## src/trp_pkg.sv

```systemverilog
/*
  Package for the receive packet port and credit report block.
  Holds register offsets, field positions, reset values, selector codes
  and the structs that carry a receive beat and a set of credit counts.
  Assumes nothing of its surroundings.
*/
`default_nettype none

package trp_pkg;

  // Register byte offsets on the APB slave.
  localparam logic [7:0] TRP_OFS_CTRL      = 8'h00;
  localparam logic [7:0] TRP_OFS_STATUS    = 8'h04;
  localparam logic [7:0] TRP_OFS_PKT_COUNT = 8'h08;

  // Control register fields and reset value.
  localparam int         TRP_CTRL_RX_EN_BIT = 0;
  localparam int         TRP_CTRL_PAIR_LSB  = 1;
  localparam logic [3:0] TRP_CTRL_RESET     = 4'h1;

  // Status register fields.
  localparam int TRP_STAT_LINK_UP_BIT = 0;
  localparam int TRP_STAT_PENDING_BIT = 1;
  localparam int TRP_STAT_MID_BIT     = 2;

  // Credit view selector codes.
  localparam logic [2:0] TRP_VIEW_RX_SPACE    = 3'h0;
  localparam logic [2:0] TRP_VIEW_RX_GRANTED  = 3'h1;
  localparam logic [2:0] TRP_VIEW_RX_CONSUMED = 3'h2;
  localparam logic [2:0] TRP_VIEW_TX_AVAIL    = 3'h4;
  localparam logic [2:0] TRP_VIEW_TX_LIMIT    = 3'h5;
  localparam logic [2:0] TRP_VIEW_TX_CONSUMED = 3'h6;
  localparam int         TRP_NUM_VIEWS        = 6;

  // Code of the active state of the link control state machine.
  localparam logic [2:0] TRP_LINK_ACTIVE_CODE = 3'h4;

  // Stages in the pin synchroniser.
  localparam int TRP_SYNC_STAGES = 2;

  // One set of credit counts for one view.
  typedef struct packed {
    logic [11:0] cpl_data_credits;
    logic [7:0]  cpl_header_credits;
    logic [11:0] np_data_credits;
    logic [7:0]  np_header_credits;
    logic [11:0] posted_data_credits;
    logic [7:0]  posted_header_credits;
  } trp_credit_set_t;

  // One receive beat with its side flags.
  typedef struct packed {
    logic [127:0] data;
    logic         sof;
    logic         eof;
    logic [6:0]   region_hit;
    logic         e2e_crc_error;
    logic         poisoned;
  } trp_beat_t;

endpackage

`default_nettype wire

```

## src/trp_sync.sv

```systemverilog
/*
  Two flip-flop level synchroniser, parameterised in width.
  Assumes the input is a level or a pulse long enough to be seen at pclk.
*/
`timescale 1ns/1ps
`default_nettype none

module trp_sync
  import trp_pkg::*;
#(
  parameter int WIDTH = 1
)
(
  input  wire logic             pclk,
  input  wire logic             presetn,
  input  wire logic [WIDTH-1:0] async_in,
  output var  logic [WIDTH-1:0] sync_out
);

  logic [WIDTH-1:0] stage1;

  // The first stage feeds only the second stage to contain metastability.
  always_ff @(posedge pclk or negedge presetn)
  begin
    if (!presetn)
    begin
      stage1   <= '0;
      sync_out <= '0;
    end
    else
    begin
      stage1   <= async_in;
      sync_out <= stage1;
    end
  end

endmodule

`default_nettype wire

```

## src/trp_top.sv

```systemverilog
/*
  Receive packet port with credit reporting and an APB register slave.
  Internal queue beats pass one output register to the user, credit
  views are selected onto six counters, and a posted credit return
  pulse from the second user clock raises a pending request.
  Assumes the internal source keeps beats well formed and only changes
  a beat when src_ready was high, and that all internal inputs are on pclk.
*/
// Functional notes
// Selector picks one of six credit views shown on every credit output.
// Completion credits reported as 12-bit data and 8-bit header counts.
// Non-posted credits reported as 12-bit data and 8-bit header counts.
// Posted credits reported as 12-bit data and 8-bit header counts.
// Link-up output high one cycle after each cycle the link state machine is active.
// Seven-bit region hit vector, bit six is the expansion ROM region.
// Paired 64-bit regions assert both hit bits together.
// A beat transfers only when source valid and user ready are both high.
// User raises ready only when it can take data that cycle.
// CRC error flag raised on the end beat of a failing packet.
// Poisoned flag held on every beat of a poisoned packet.
// End-of-frame raised on the beat carrying final packet data.
// Credit return pulse sets pending; sending the credits clears it.
// Start-of-frame raised on the first beat of each packet.
// User drops non-posted ok one cycle before last acceptable end.
// Source abort ends the current packet when the link enters reset.
// Credit outputs follow the selector sampled one cycle earlier.
`timescale 1ns/1ps
`default_nettype none

module trp_top
  import trp_pkg::*;
(
  input  wire logic            pclk,
  input  wire logic            presetn,
  // APB slave.
  input  wire logic            psel,
  input  wire logic            penable,
  input  wire logic            pwrite,
  input  wire logic [7:0]      paddr,
  input  wire logic [31:0]     pwdata,
  output var  logic [31:0]     prdata,
  output var  logic            pready,
  output var  logic            pslverr,
  // Internal receive queue side.
  input  wire trp_beat_t       src_beat,
  input  wire logic            src_valid,
  output var  logic            src_ready,
  input  wire logic            link_entering_reset,
  input  wire logic [2:0]      link_control_state_machine,
  // Internal credit sources and transmit side handshake.
  input  wire trp_credit_set_t credit_views [TRP_NUM_VIEWS],
  input  wire logic            posted_credits_sent,
  output var  logic            posted_return_pending,
  // User side.
  input  wire logic [2:0]      credit_view_select,
  output var  trp_credit_set_t credit_out,
  output var  logic            link_up_status,
  output var  logic [127:0]    rx_packet_data,
  output var  logic            rx_source_valid,
  input  wire logic            rx_user_ready,
  output var  logic            rx_start_of_frame,
  output var  logic            rx_end_of_frame,
  output var  logic [6:0]      rx_region_hit,
  output var  logic            rx_e2e_crc_error,
  output var  logic            rx_poisoned_flag,
  output var  logic            rx_source_abort,
  input  wire logic            nonposted_accept_ok,
  output var  logic            nonposted_hold,
  input  wire logic            posted_credit_return
);

  logic [3:0]      ctrl;
  logic [31:0]     pkt_count;
  logic            out_mid;
  logic            pkt_poison;
  logic            fire;
  logic            load;
  logic            ret_sync;
  logic            ret_prev;
  logic            ret_pulse;
  logic            apb_done;
  logic [6:0]      next_hit;
  trp_credit_set_t next_credit;

  // A beat leaves when both sides agree; the user keeps its own ready honest. R8 R9
  assign fire = rx_source_valid & rx_user_ready;
  // Accept from the queue when the output stage is free or draining.
  assign load = src_valid & src_ready;
  assign apb_done = psel & penable & pready;

  // Ready stays combinational so beats flow at full rate; the internal queue and the load term read it.
  always_comb
  begin
    src_ready = ctrl[TRP_CTRL_RX_EN_BIT] & ~link_entering_reset
                & (~rx_source_valid | rx_user_ready);
  end

  // Pairing spreads a hit onto its partner bit of a 64-bit window. R6
  always_comb
  begin
    next_hit = src_beat.region_hit;
    for (int k = 0; k < 3; k++)
    begin
      if (ctrl[TRP_CTRL_PAIR_LSB + k] &
          (src_beat.region_hit[2*k] | src_beat.region_hit[2*k+1]))
      begin
        next_hit[2*k]   = 1'b1;
        next_hit[2*k+1] = 1'b1;
      end
    end
  end

  // Output beat register; held while the user stalls.
  always_ff @(posedge pclk or negedge presetn)
  begin
    if (!presetn)
    begin
      rx_source_valid   <= 1'b0;
      rx_packet_data    <= '0;
      rx_start_of_frame <= 1'b0;
      rx_end_of_frame   <= 1'b0;
      rx_region_hit     <= '0;
      rx_e2e_crc_error  <= 1'b0;
      rx_poisoned_flag  <= 1'b0;
    end
    else if (link_entering_reset)
    begin
      rx_source_valid <= 1'b0;
    end
    else if (load)
    begin
      rx_source_valid   <= 1'b1;
      rx_packet_data    <= src_beat.data;
      rx_start_of_frame <= src_beat.sof;
      rx_end_of_frame   <= src_beat.eof;
      rx_region_hit     <= next_hit;
      rx_e2e_crc_error  <= src_beat.e2e_crc_error & src_beat.eof;
      // Poison seen at the start covers the rest of the packet. R11
      rx_poisoned_flag  <= src_beat.poisoned | (pkt_poison & ~src_beat.sof);
    end
    else if (fire)
    begin
      rx_source_valid <= 1'b0;
    end
  end

  // Poison memory for the packet entering the output stage.
  always_ff @(posedge pclk or negedge presetn)
  begin
    if (!presetn)
    begin
      pkt_poison <= 1'b0;
    end
    else if (link_entering_reset)
    begin
      pkt_poison <= 1'b0;
    end
    else if (load)
    begin
      pkt_poison <= (src_beat.poisoned | (pkt_poison & ~src_beat.sof))
                    & ~src_beat.eof;
    end
  end

  // Track whether the user has taken part of a packet, for the abort.
  always_ff @(posedge pclk or negedge presetn)
  begin
    if (!presetn)
    begin
      out_mid         <= 1'b0;
      rx_source_abort <= 1'b0;
    end
    else if (link_entering_reset)
    begin
      // Only a packet already begun needs an abort marker. R16
      rx_source_abort <= out_mid | (rx_source_valid & ~rx_start_of_frame);
      out_mid         <= 1'b0;
    end
    else
    begin
      rx_source_abort <= 1'b0;
      if (fire)
      begin
        out_mid <= ~rx_end_of_frame;
      end
    end
  end

  // Credit report follows the selector of the cycle before. R17
  always_comb
  begin
    next_credit = '0;
    unique case (credit_view_select)
      TRP_VIEW_RX_SPACE:    next_credit = credit_views[0];
      TRP_VIEW_RX_GRANTED:  next_credit = credit_views[1];
      TRP_VIEW_RX_CONSUMED: next_credit = credit_views[2];
      TRP_VIEW_TX_AVAIL:    next_credit = credit_views[3];
      TRP_VIEW_TX_LIMIT:    next_credit = credit_views[4];
      TRP_VIEW_TX_CONSUMED: next_credit = credit_views[5];
      default:              next_credit = '0;
    endcase
  end

  // All six counters update together. R2 R3 R4
  always_ff @(posedge pclk or negedge presetn)
  begin
    if (!presetn)
    begin
      credit_out <= '0;
    end
    else
    begin
      credit_out <= next_credit;
    end
  end

  // Link-up mirrors the active state, one register late. R5
  always_ff @(posedge pclk or negedge presetn)
  begin
    if (!presetn)
    begin
      link_up_status <= 1'b0;
    end
    else
    begin
      link_up_status <= (link_control_state_machine == TRP_LINK_ACTIVE_CODE);
    end
  end

  // The user's non-posted ok is on pclk; the queue sees its inverse.
  always_ff @(posedge pclk or negedge presetn)
  begin
    if (!presetn)
    begin
      nonposted_hold <= 1'b1;
    end
    else
    begin
      nonposted_hold <= ~nonposted_accept_ok;
    end
  end

  // The return pulse comes from another clock, so it is synchronised.
  trp_sync #(
    .WIDTH (1)
  ) u_ret_sync (
    .pclk     (pclk),
    .presetn  (presetn),
    .async_in (posted_credit_return),
    .sync_out (ret_sync)
  );

  // Edge detect on the synchronised copy only.
  always_ff @(posedge pclk or negedge presetn)
  begin
    if (!presetn)
    begin
      ret_prev <= 1'b0;
    end
    else
    begin
      ret_prev <= ret_sync;
    end
  end

  assign ret_pulse = ret_sync & ~ret_prev;

  // A new return wins over a clear in the same cycle. R13
  always_ff @(posedge pclk or negedge presetn)
  begin
    if (!presetn)
    begin
      posted_return_pending <= 1'b0;
    end
    else if (ret_pulse)
    begin
      posted_return_pending <= 1'b1;
    end
    else if (posted_credits_sent)
    begin
      posted_return_pending <= 1'b0;
    end
  end

  // Count packets that completed toward the user.
  always_ff @(posedge pclk or negedge presetn)
  begin
    if (!presetn)
    begin
      pkt_count <= '0;
    end
    else if (apb_done & pwrite & (paddr == TRP_OFS_PKT_COUNT))
    begin
      pkt_count <= '0;
    end
    else if (fire & rx_end_of_frame)
    begin
      pkt_count <= pkt_count + 32'h0000_0001;
    end
  end

  // One wait state per access keeps read data coming from a register.
  always_ff @(posedge pclk or negedge presetn)
  begin
    if (!presetn)
    begin
      pready  <= 1'b0;
      pslverr <= 1'b0;
      prdata  <= '0;
    end
    else
    begin
      pready  <= psel & penable & ~pready;
      pslverr <= 1'b0;
      prdata  <= '0;
      if (psel & penable & ~pready)
      begin
        unique case (paddr)
          TRP_OFS_CTRL:      prdata <= {28'h000_0000, ctrl};
          TRP_OFS_STATUS:    prdata <= {29'h0000_0000, out_mid,
                                        posted_return_pending, link_up_status};
          TRP_OFS_PKT_COUNT: prdata <= pkt_count;
          default:           pslverr <= 1'b1;
        endcase
      end
    end
  end

  // Control writes take effect only at the completing edge.
  always_ff @(posedge pclk or negedge presetn)
  begin
    if (!presetn)
    begin
      ctrl <= TRP_CTRL_RESET;
    end
    else if (apb_done & pwrite & (paddr == TRP_OFS_CTRL))
    begin
      ctrl <= pwdata[3:0];
    end
  end

  property p_view_follow;
    @(posedge pclk) disable iff (!presetn)
    (credit_view_select == TRP_VIEW_TX_LIMIT) |=> (credit_out == $past(credit_views[4]));
  endproperty
  a_view_follow: assert property (p_view_follow) else $error("credit view lag wrong");

  property p_view_bad;
    @(posedge pclk) disable iff (!presetn)
    (credit_view_select == 3'h3 || credit_view_select == 3'h7) |=> (credit_out == '0);
  endproperty
  a_view_bad: assert property (p_view_bad) else $error("illegal view not zero");

  property p_link_up;
    @(posedge pclk) disable iff (!presetn)
    ##1 link_up_status == ($past(link_control_state_machine) == TRP_LINK_ACTIVE_CODE);
  endproperty
  a_link_up: assert property (p_link_up) else $error("link up mismatch");

  property p_pair;
    @(posedge pclk) disable iff (!presetn)
    (rx_source_valid && ctrl[TRP_CTRL_PAIR_LSB]) |-> (rx_region_hit[0] == rx_region_hit[1]);
  endproperty
  a_pair: assert property (p_pair) else $error("paired hit bits differ");

  property p_hold;
    @(posedge pclk) disable iff (!presetn)
    (rx_source_valid && !rx_user_ready && !link_entering_reset)
      |=> rx_source_valid && $stable(rx_packet_data) && $stable(rx_end_of_frame);
  endproperty
  a_hold: assert property (p_hold) else $error("beat changed while stalled");

  property p_crc_eof;
    @(posedge pclk) disable iff (!presetn)
    (rx_source_valid && rx_e2e_crc_error) |-> rx_end_of_frame;
  endproperty
  a_crc_eof: assert property (p_crc_eof) else $error("crc error off end beat");

  property p_poison;
    @(posedge pclk) disable iff (!presetn)
    (fire && rx_poisoned_flag && !rx_end_of_frame) ##1 rx_source_valid
      |-> rx_poisoned_flag || rx_start_of_frame;
  endproperty
  a_poison: assert property (p_poison) else $error("poison dropped mid packet");

  property p_pending;
    @(posedge pclk) disable iff (!presetn)
    ret_pulse |=> posted_return_pending ##1 (posted_return_pending || $past(posted_credits_sent));
  endproperty
  a_pending: assert property (p_pending) else $error("return pulse lost");

  property p_abort;
    @(posedge pclk) disable iff (!presetn)
    (link_entering_reset && out_mid) |=> rx_source_abort && !rx_source_valid && !out_mid;
  endproperty
  a_abort: assert property (p_abort) else $error("abort missing on link reset");

  property p_apb;
    @(posedge pclk) disable iff (!presetn)
    (psel && penable && !pready) |=> pready ##1 !pready;
  endproperty
  a_apb: assert property (p_apb) else $error("apb answer timing wrong");

endmodule

`default_nettype wire

```

## config.mk

```make
export PLATFORM = sky130hd
export DESIGN_NAME = trp_top
export DESIGN_NICKNAME = d
export VERILOG_FILES = /design/src/trp_pkg.sv /design/src/trp_sync.sv /design/src/trp_top.sv
export SDC_FILE = /design/constraint.sdc
export NUM_CORES = 1
export LEC_CHECK = 0
export ABC_CLOCK_PERIOD_IN_PS = 6750
export BUFFER_PORTS_ARGS = -buffer_cell sky130_fd_sc_hd__buf_2
export CORE_AREA = 10 10 302 304
export CTS_CLUSTER_SIZE = 14
export DETAILED_ROUTE_END_ITERATION = 7
export DIE_AREA = 0 0 312 314
export PLACE_DENSITY_LB_ADDON = 0.2
export SLEW_MARGIN = 0
export SYNTH_ARGS = -nofsm -noshare
export SYNTH_HDL_FRONTEND = slang
export SYNTH_SLANG_ARGS = --single-unit
```

## constraint.sdc

```tcl
create_clock -name pclk -period 6.75 [get_ports pclk]
set_clock_uncertainty 0.2 [all_clocks]
set_input_delay 0.3375 -clock pclk [delete_from_list [all_inputs] [get_ports pclk]]
set_output_delay 0.3375 -clock pclk [all_outputs]
set_load 0.03 [all_outputs]
```

## Yosys cells after proc, flatten, opt, wreduce, memory -nomap -nowiden

Index checks and enable logic that the tools add are counted.

| word-level totals | value |
|---|---|
| flip-flop bits (word level) | 279 |
| bits in latches | 0 |
| memory bits (writable) | 0 |
| ROM bits | 0 |
| input port bits | 556 |
| output and inout bits | 239 |
| memories kept | 0 |

| cells by class | value |
|---|---|
| add/sub/neg operators | 1 |
| multiply operators | 0 |
| divide/modulo/power cells | 0 |
| $lt $le $gt $ge | 0 |
| eq/ne operators | 8 |
| shift operators | 0 |
| multiplexer cells | 20 |
| bitwise gates (word level) | 34 |
| reduce and logical (&&, ||, !) cells | 9 |

Operators with widths:

| operator | number |
|---|---|
| 60-bit case mux with 6 select lines | 1 |
| 32-bit two-way mux | 3 |
| 32-bit case mux with 3 select lines | 1 |
| 32-bit by 1-bit adder with 32-bit output, second input constant | 1 |
| 1-bit AND | 19 |
| 3-bit equality test, second input constant | 4 |
| 1-bit two-way mux | 12 |
| 1-bit NOT | 9 |
| 8-bit by 3-bit equality test with 1-bit output, second input constant | 1 |
| 8-bit by 4-bit equality test with 1-bit output, second input constant | 1 |
| 8-bit logical NOT | 1 |
| 2-bit nonzero test | 4 |
| 2-bit two-way mux | 3 |
| 1-bit bitwise OR | 6 |
| 3-bit by 1-bit equality test with 1-bit output, second input constant | 1 |
| 3-bit by 2-bit equality test with 1-bit output, second input constant | 1 |
| 3-bit logical NOT | 1 |
| 3-bit nonzero test | 1 |
| 3-bit OR reduction | 1 |
| 2-bit AND reduction | 1 |

## Depth between registers and ports, before layout

| depth | value |
|---|---|
| word-level depth | 6 |
| depth in mapped cells | 7 |

## Cells and area by module

A second synthesis with hierarchy kept.

| second synthesis, totals | value |
|---|---|
| cell total of the unflattened synthesis | 972 |
| area total of the unflattened synthesis | 12002.8 um2 |

Modules (own cells, without submodules):

| module | times used | cells an instance | area an instance (um2) |
|---|---|---|---|
| trp_top | 1 | 970 | 11952.7 |
| trp_sync | 1 | 2 | 50.0 |

## Worst setup path after synthesis

No wires, ideal clock.

| timing path | value |
|---|---|
| path kind | register -> register |
| start | register rx_source_valid |
| end | register pkt_count[31] |
| setup time | 78 ps |
| data arrival time | 2006 ps |
| required time | 6472 ps |
| setup slack | 4466 ps |
| stages on the path, launching flop included | 6 |
| buffers on the path | 1 |
| path through | dfrtp_1 -> nand3_2 -> or4_1 -> buf_2 -> or4_1 -> a21oi_1 |

| between the ends | value |
|---|---|
| word-level cells in the longest chain between the ends | 3 |

RTL lines:

| element | line | RTL |
|---|---|---|
| start, declared | trp_top.sv:59 | `output var logic rx_source_valid,` |
| start signal, assigned | trp_top.sv:118 | `rx_source_valid <= 1'b0;` |
| start signal, assigned | trp_top.sv:128 | `rx_source_valid <= 1'b0;` |
| start signal, assigned | trp_top.sv:132 | `rx_source_valid <= 1'b1;` |
| 1-bit AND | trp_top.sv:86 | `assign fire = rx_source_valid & rx_user_ready;` |
| 1-bit AND | trp_top.sv:296 | `else if (fire & rx_end_of_frame)` |
| 2-bit nonzero test (no line) | -- |  |
| end signal, assigned | trp_top.sv:298 | `pkt_count <= pkt_count + 32'h0000_0001;` |
| end, declared | trp_top.sv:73 | `logic [31:0] pkt_count;` |

No other way between the ends.
A chain may end at the register's enable or synchronous reset.

## Worst setup path in the final report

| timing path | value |
|---|---|
| start | input paddr[6] |
| end | register pkt_count[23] |

| between the ends | value |
|---|---|
| word-level cells in the longest chain between the ends | 3 |

RTL lines:

| element | line | RTL |
|---|---|---|
| start, declared | trp_top.sv:39 | `input wire logic [7:0] paddr,` |
| 8-bit by 4-bit equality test with 1-bit output (*) | trp_top.sv:292 | `else if (apb_done & pwrite & (paddr == TRP_OFS_PKT_COUNT))` |
| 1-bit AND (*) | trp_top.sv:292 |  |
| 32-bit two-way mux / 2-bit nonzero test (equally long branches) | -- |  |

Every way passes the cells marked *; elsewhere a longest branch is shown, timed or not.

==> out/results.ini <==
[final_layout]
nets = 2627
seq_area_um2 = 6980
post-route-cell-area_um2 = 21800
instances_no_fill = 3250
nFillCells = 9172
drive_gt1_share_pct = 47.2
post-route-util_pct = 25.7
syn2layout_area_growth_pct = 82.8
multiInputGateArea_um2 = 4670

[floorplanning]
die_area_um2 = 98000
die_x_um = 312
die_h_um = 314
io-pin-count = 795
core_area_um2 = 84900
initial_core_util_pct = 14.1
core.rowCount = 107

[sta]
period_share_pct = 40.9
rsz0062_at_grt = false
slew_violations = 0
relSlewSlack_pct = 18.8
fmax_ghz = 0.362
final-setup-viol-count = 0
setup_ws_ns = 3.99
finalHoldViolations = 0
post-route-min-period_ns = 2.76
finalSetupTns_ns = 0
max_slew.worst_pin.slew_ns = 1.21

[critical_path]
start_kind = input port
crit_path_max_incr_delay_ns = 1.18
cp.arrival_ns = 2.93
crit_slowest_cell = nor3_1
path_cells = dlygate4sd3_1 > buf_2 > nor2_1 > nand3b_1 > nor3_1 > a21oi_1
required_ns = 6.92
critPathKind = input port to flop
r2r_start = rx_source_valid
startpoint = paddr[6]
cp_max_fo = 18
end_kind = flop

[synthesis]
syn-num-nets = 1533
synth_edf_count = 0
synth_common_cells = dfrtp_1, a22oi_1, mux2_2, nand3_1, clkbuf_1
yosysSeqAreaShare_pct = 58.6
synth.largest_area_cell = dfrtp_1
yosys.area_share.simple_pct = 10.0
muxShareOfSynthArea_pct = 13.4
synth_compound_area_share_pct = 14.6
synthXorXnorAreaFrac_pct = 0.734
synthAdderAreaFrac_pct = 0.105
yosysTopAreaCellShare_pct = 58.1
synth.area.top_cells = dfrtp_1, mux2_2, a22oi_1, nand3_1, clkbuf_1
synth_area_per_cell_um2 = 12.2
synth_top_family_by_area = compound AO/OA/AOI/OAI gates
synthFlopType = dfrtp_1
yosys_register_bits = 279
synth.yosys.warnings = 0
postSynthCellCount = 976
yosysMostFrequentCell = dfrtp_1
synthesis.area_um2 = 11900
synth_cell_types = 48
async_flop_share_pct = 100

[cts]
cts_sinks = 279
cts_resized = 0
root_buffer = clkbuf_16
post_cts_buffers = 0
insertion_delay_ns = 0.56
cts_tree = done
ctsHtreeMaxLevel = 2
hold_buffers = 340
clkTransAtPathRegs_ns = 0.06
ctsLongestPathBuffers = 3
cts_buffers = 37

[min_path]
min-delay-start = u_ret_sync.stage1
hp-class = flop to flop

[detailed_routing]
dr.pass1.iters = 6
dr_total_vias = 12800
wl_per_cell_um = 19.1
ant_nets = 0
viasPerCell = 3.94
dr.first_iter.drc_count = 643
drc_errors = 0
routed_wirelength_mm = 62.1

[run]
drv_cap = 0

[pwr]
peakVddDrop_v = 0.000154
p_per_area_nw_per_um2 = 207
p_leak_nw = 10.9

[placement]
dp_hpwl_mm = 48.5
dp_slack_ns = 3.68
dpl.cell_count = 2835
placed_area_um2 = 17100
portBuffers = 766
gp_congestion = 0.875

[global_routing]
grt_first_pass_wirelength_mm = 91.0
overflow = 0
grt_use_total_pct = 12.0
grt_max_degree = 139
grt_pass1_vias = 14500
antenna_found_initial = 14

[run_status]
outcome = complete, no violations

-- layer usage --
layer  part of all wire (%)  track usage, %
met2                     53            22.4
met1                     35            11.9
met4                    4.6            5.81
met3                    7.5            3.92
met5                  0.021               0
-- cell families after synthesis --
kind of cell,after synthesis
xor gates and xnor gates,10
DFF,279
buffers and inverters,77
AOI/OAI and AO/OA,248
adders and majority gates,1
and+or+nand+nor,218
muxes,143
-- through the flow --
| step | hold slack [ns] | power [W] |
|---|---|---|
| finish | 0.148 | 0.00451 |
| global route | 0.166 | 0.00474 |
| CTS | 0.124 | 0.00462 |
| detailed placement | 0.139 | 0.00229 |
| global placement | 0.134 | 0.00229 |
| floorplan | -0.158 | 0.00197 |
-- registers in the layout, summed over array words and instances, names as in the netlist, 4 cells and up --
signal and count:
rx_packet_data 128, prdata 32, ctrl 4, rx_region_hit 7, pkt_count 32, credit_out 60
-- worst paths after layout --
| check | end | slack [ns] | cells after the start |
|---|---|---|---|
| max | pkt_count[23] | 3.99 | 6 |
| min | u_ret_sync.sync_out | 0.15 | 0 |
| min reg2reg | u_ret_sync.sync_out | 0.15 | 0 |
| min in group asynchronous | rx_region_hit[0] | 0.20 | 2 |
| max reg2reg | rx_packet_data[55] | 4.21 | 4 |
| max in group asynchronous | credit_out[52] | 4.83 | 3 |
-- power breakdown --
group | total, W | internal (W) | leakage (nW) | switching [W]
clock network | 0.00207 | 0.00127 | 0.624 | 0.000805
logic | 0.000697 | 0.000347 | 6.53 | 0.000350
registers | 0.00174 | 0.00173 | 3.79 | 0.0000181
-- worst max-delay path: cells and delay by family --
kind / cells / cell delay (ns)
buf+inv: 2 / 0.65
compound gates: 1 / 0.08
simple gates: 3 / 1.87
-- placed cells by master (no fill, tap or decap), drive strengths merged, types with 9 or more instances in the layout --
cell | netlist | layout
nor3 | 11 | 11
nor2 | 23 | 23
o31ai | 9 | 9
nand4 | 9 | 9
dlygate4sd3 | 0 | 340
clkbuf | 56 | 57
mux2 | 135 | 135
or4 | 13 | 13
a22oi | 180 | 180
and2 | 25 | 25
a21oi | 29 | 29
or3 | 10 | 10
nand3 | 75 | 75
nand2 | 22 | 22
buf | 11 | 782
o21ai | 22 | 22
dfrtp | 277 | 277
inv | 9 | 10
-- area by class of cell --
cell class	instances	share of cell area [%]
Inverter	10	0.172
Clock inverter	10	0.924
Multi-Input combinational cell	620	21.4
Clock buffer	57	4.96
Antenna cell	8	0.0918
Sequential cell	279	32.0
Tap cell	1144	6.56
Timing Repair Buffer	1122	33.8
(Power assumes the default switching activity.)
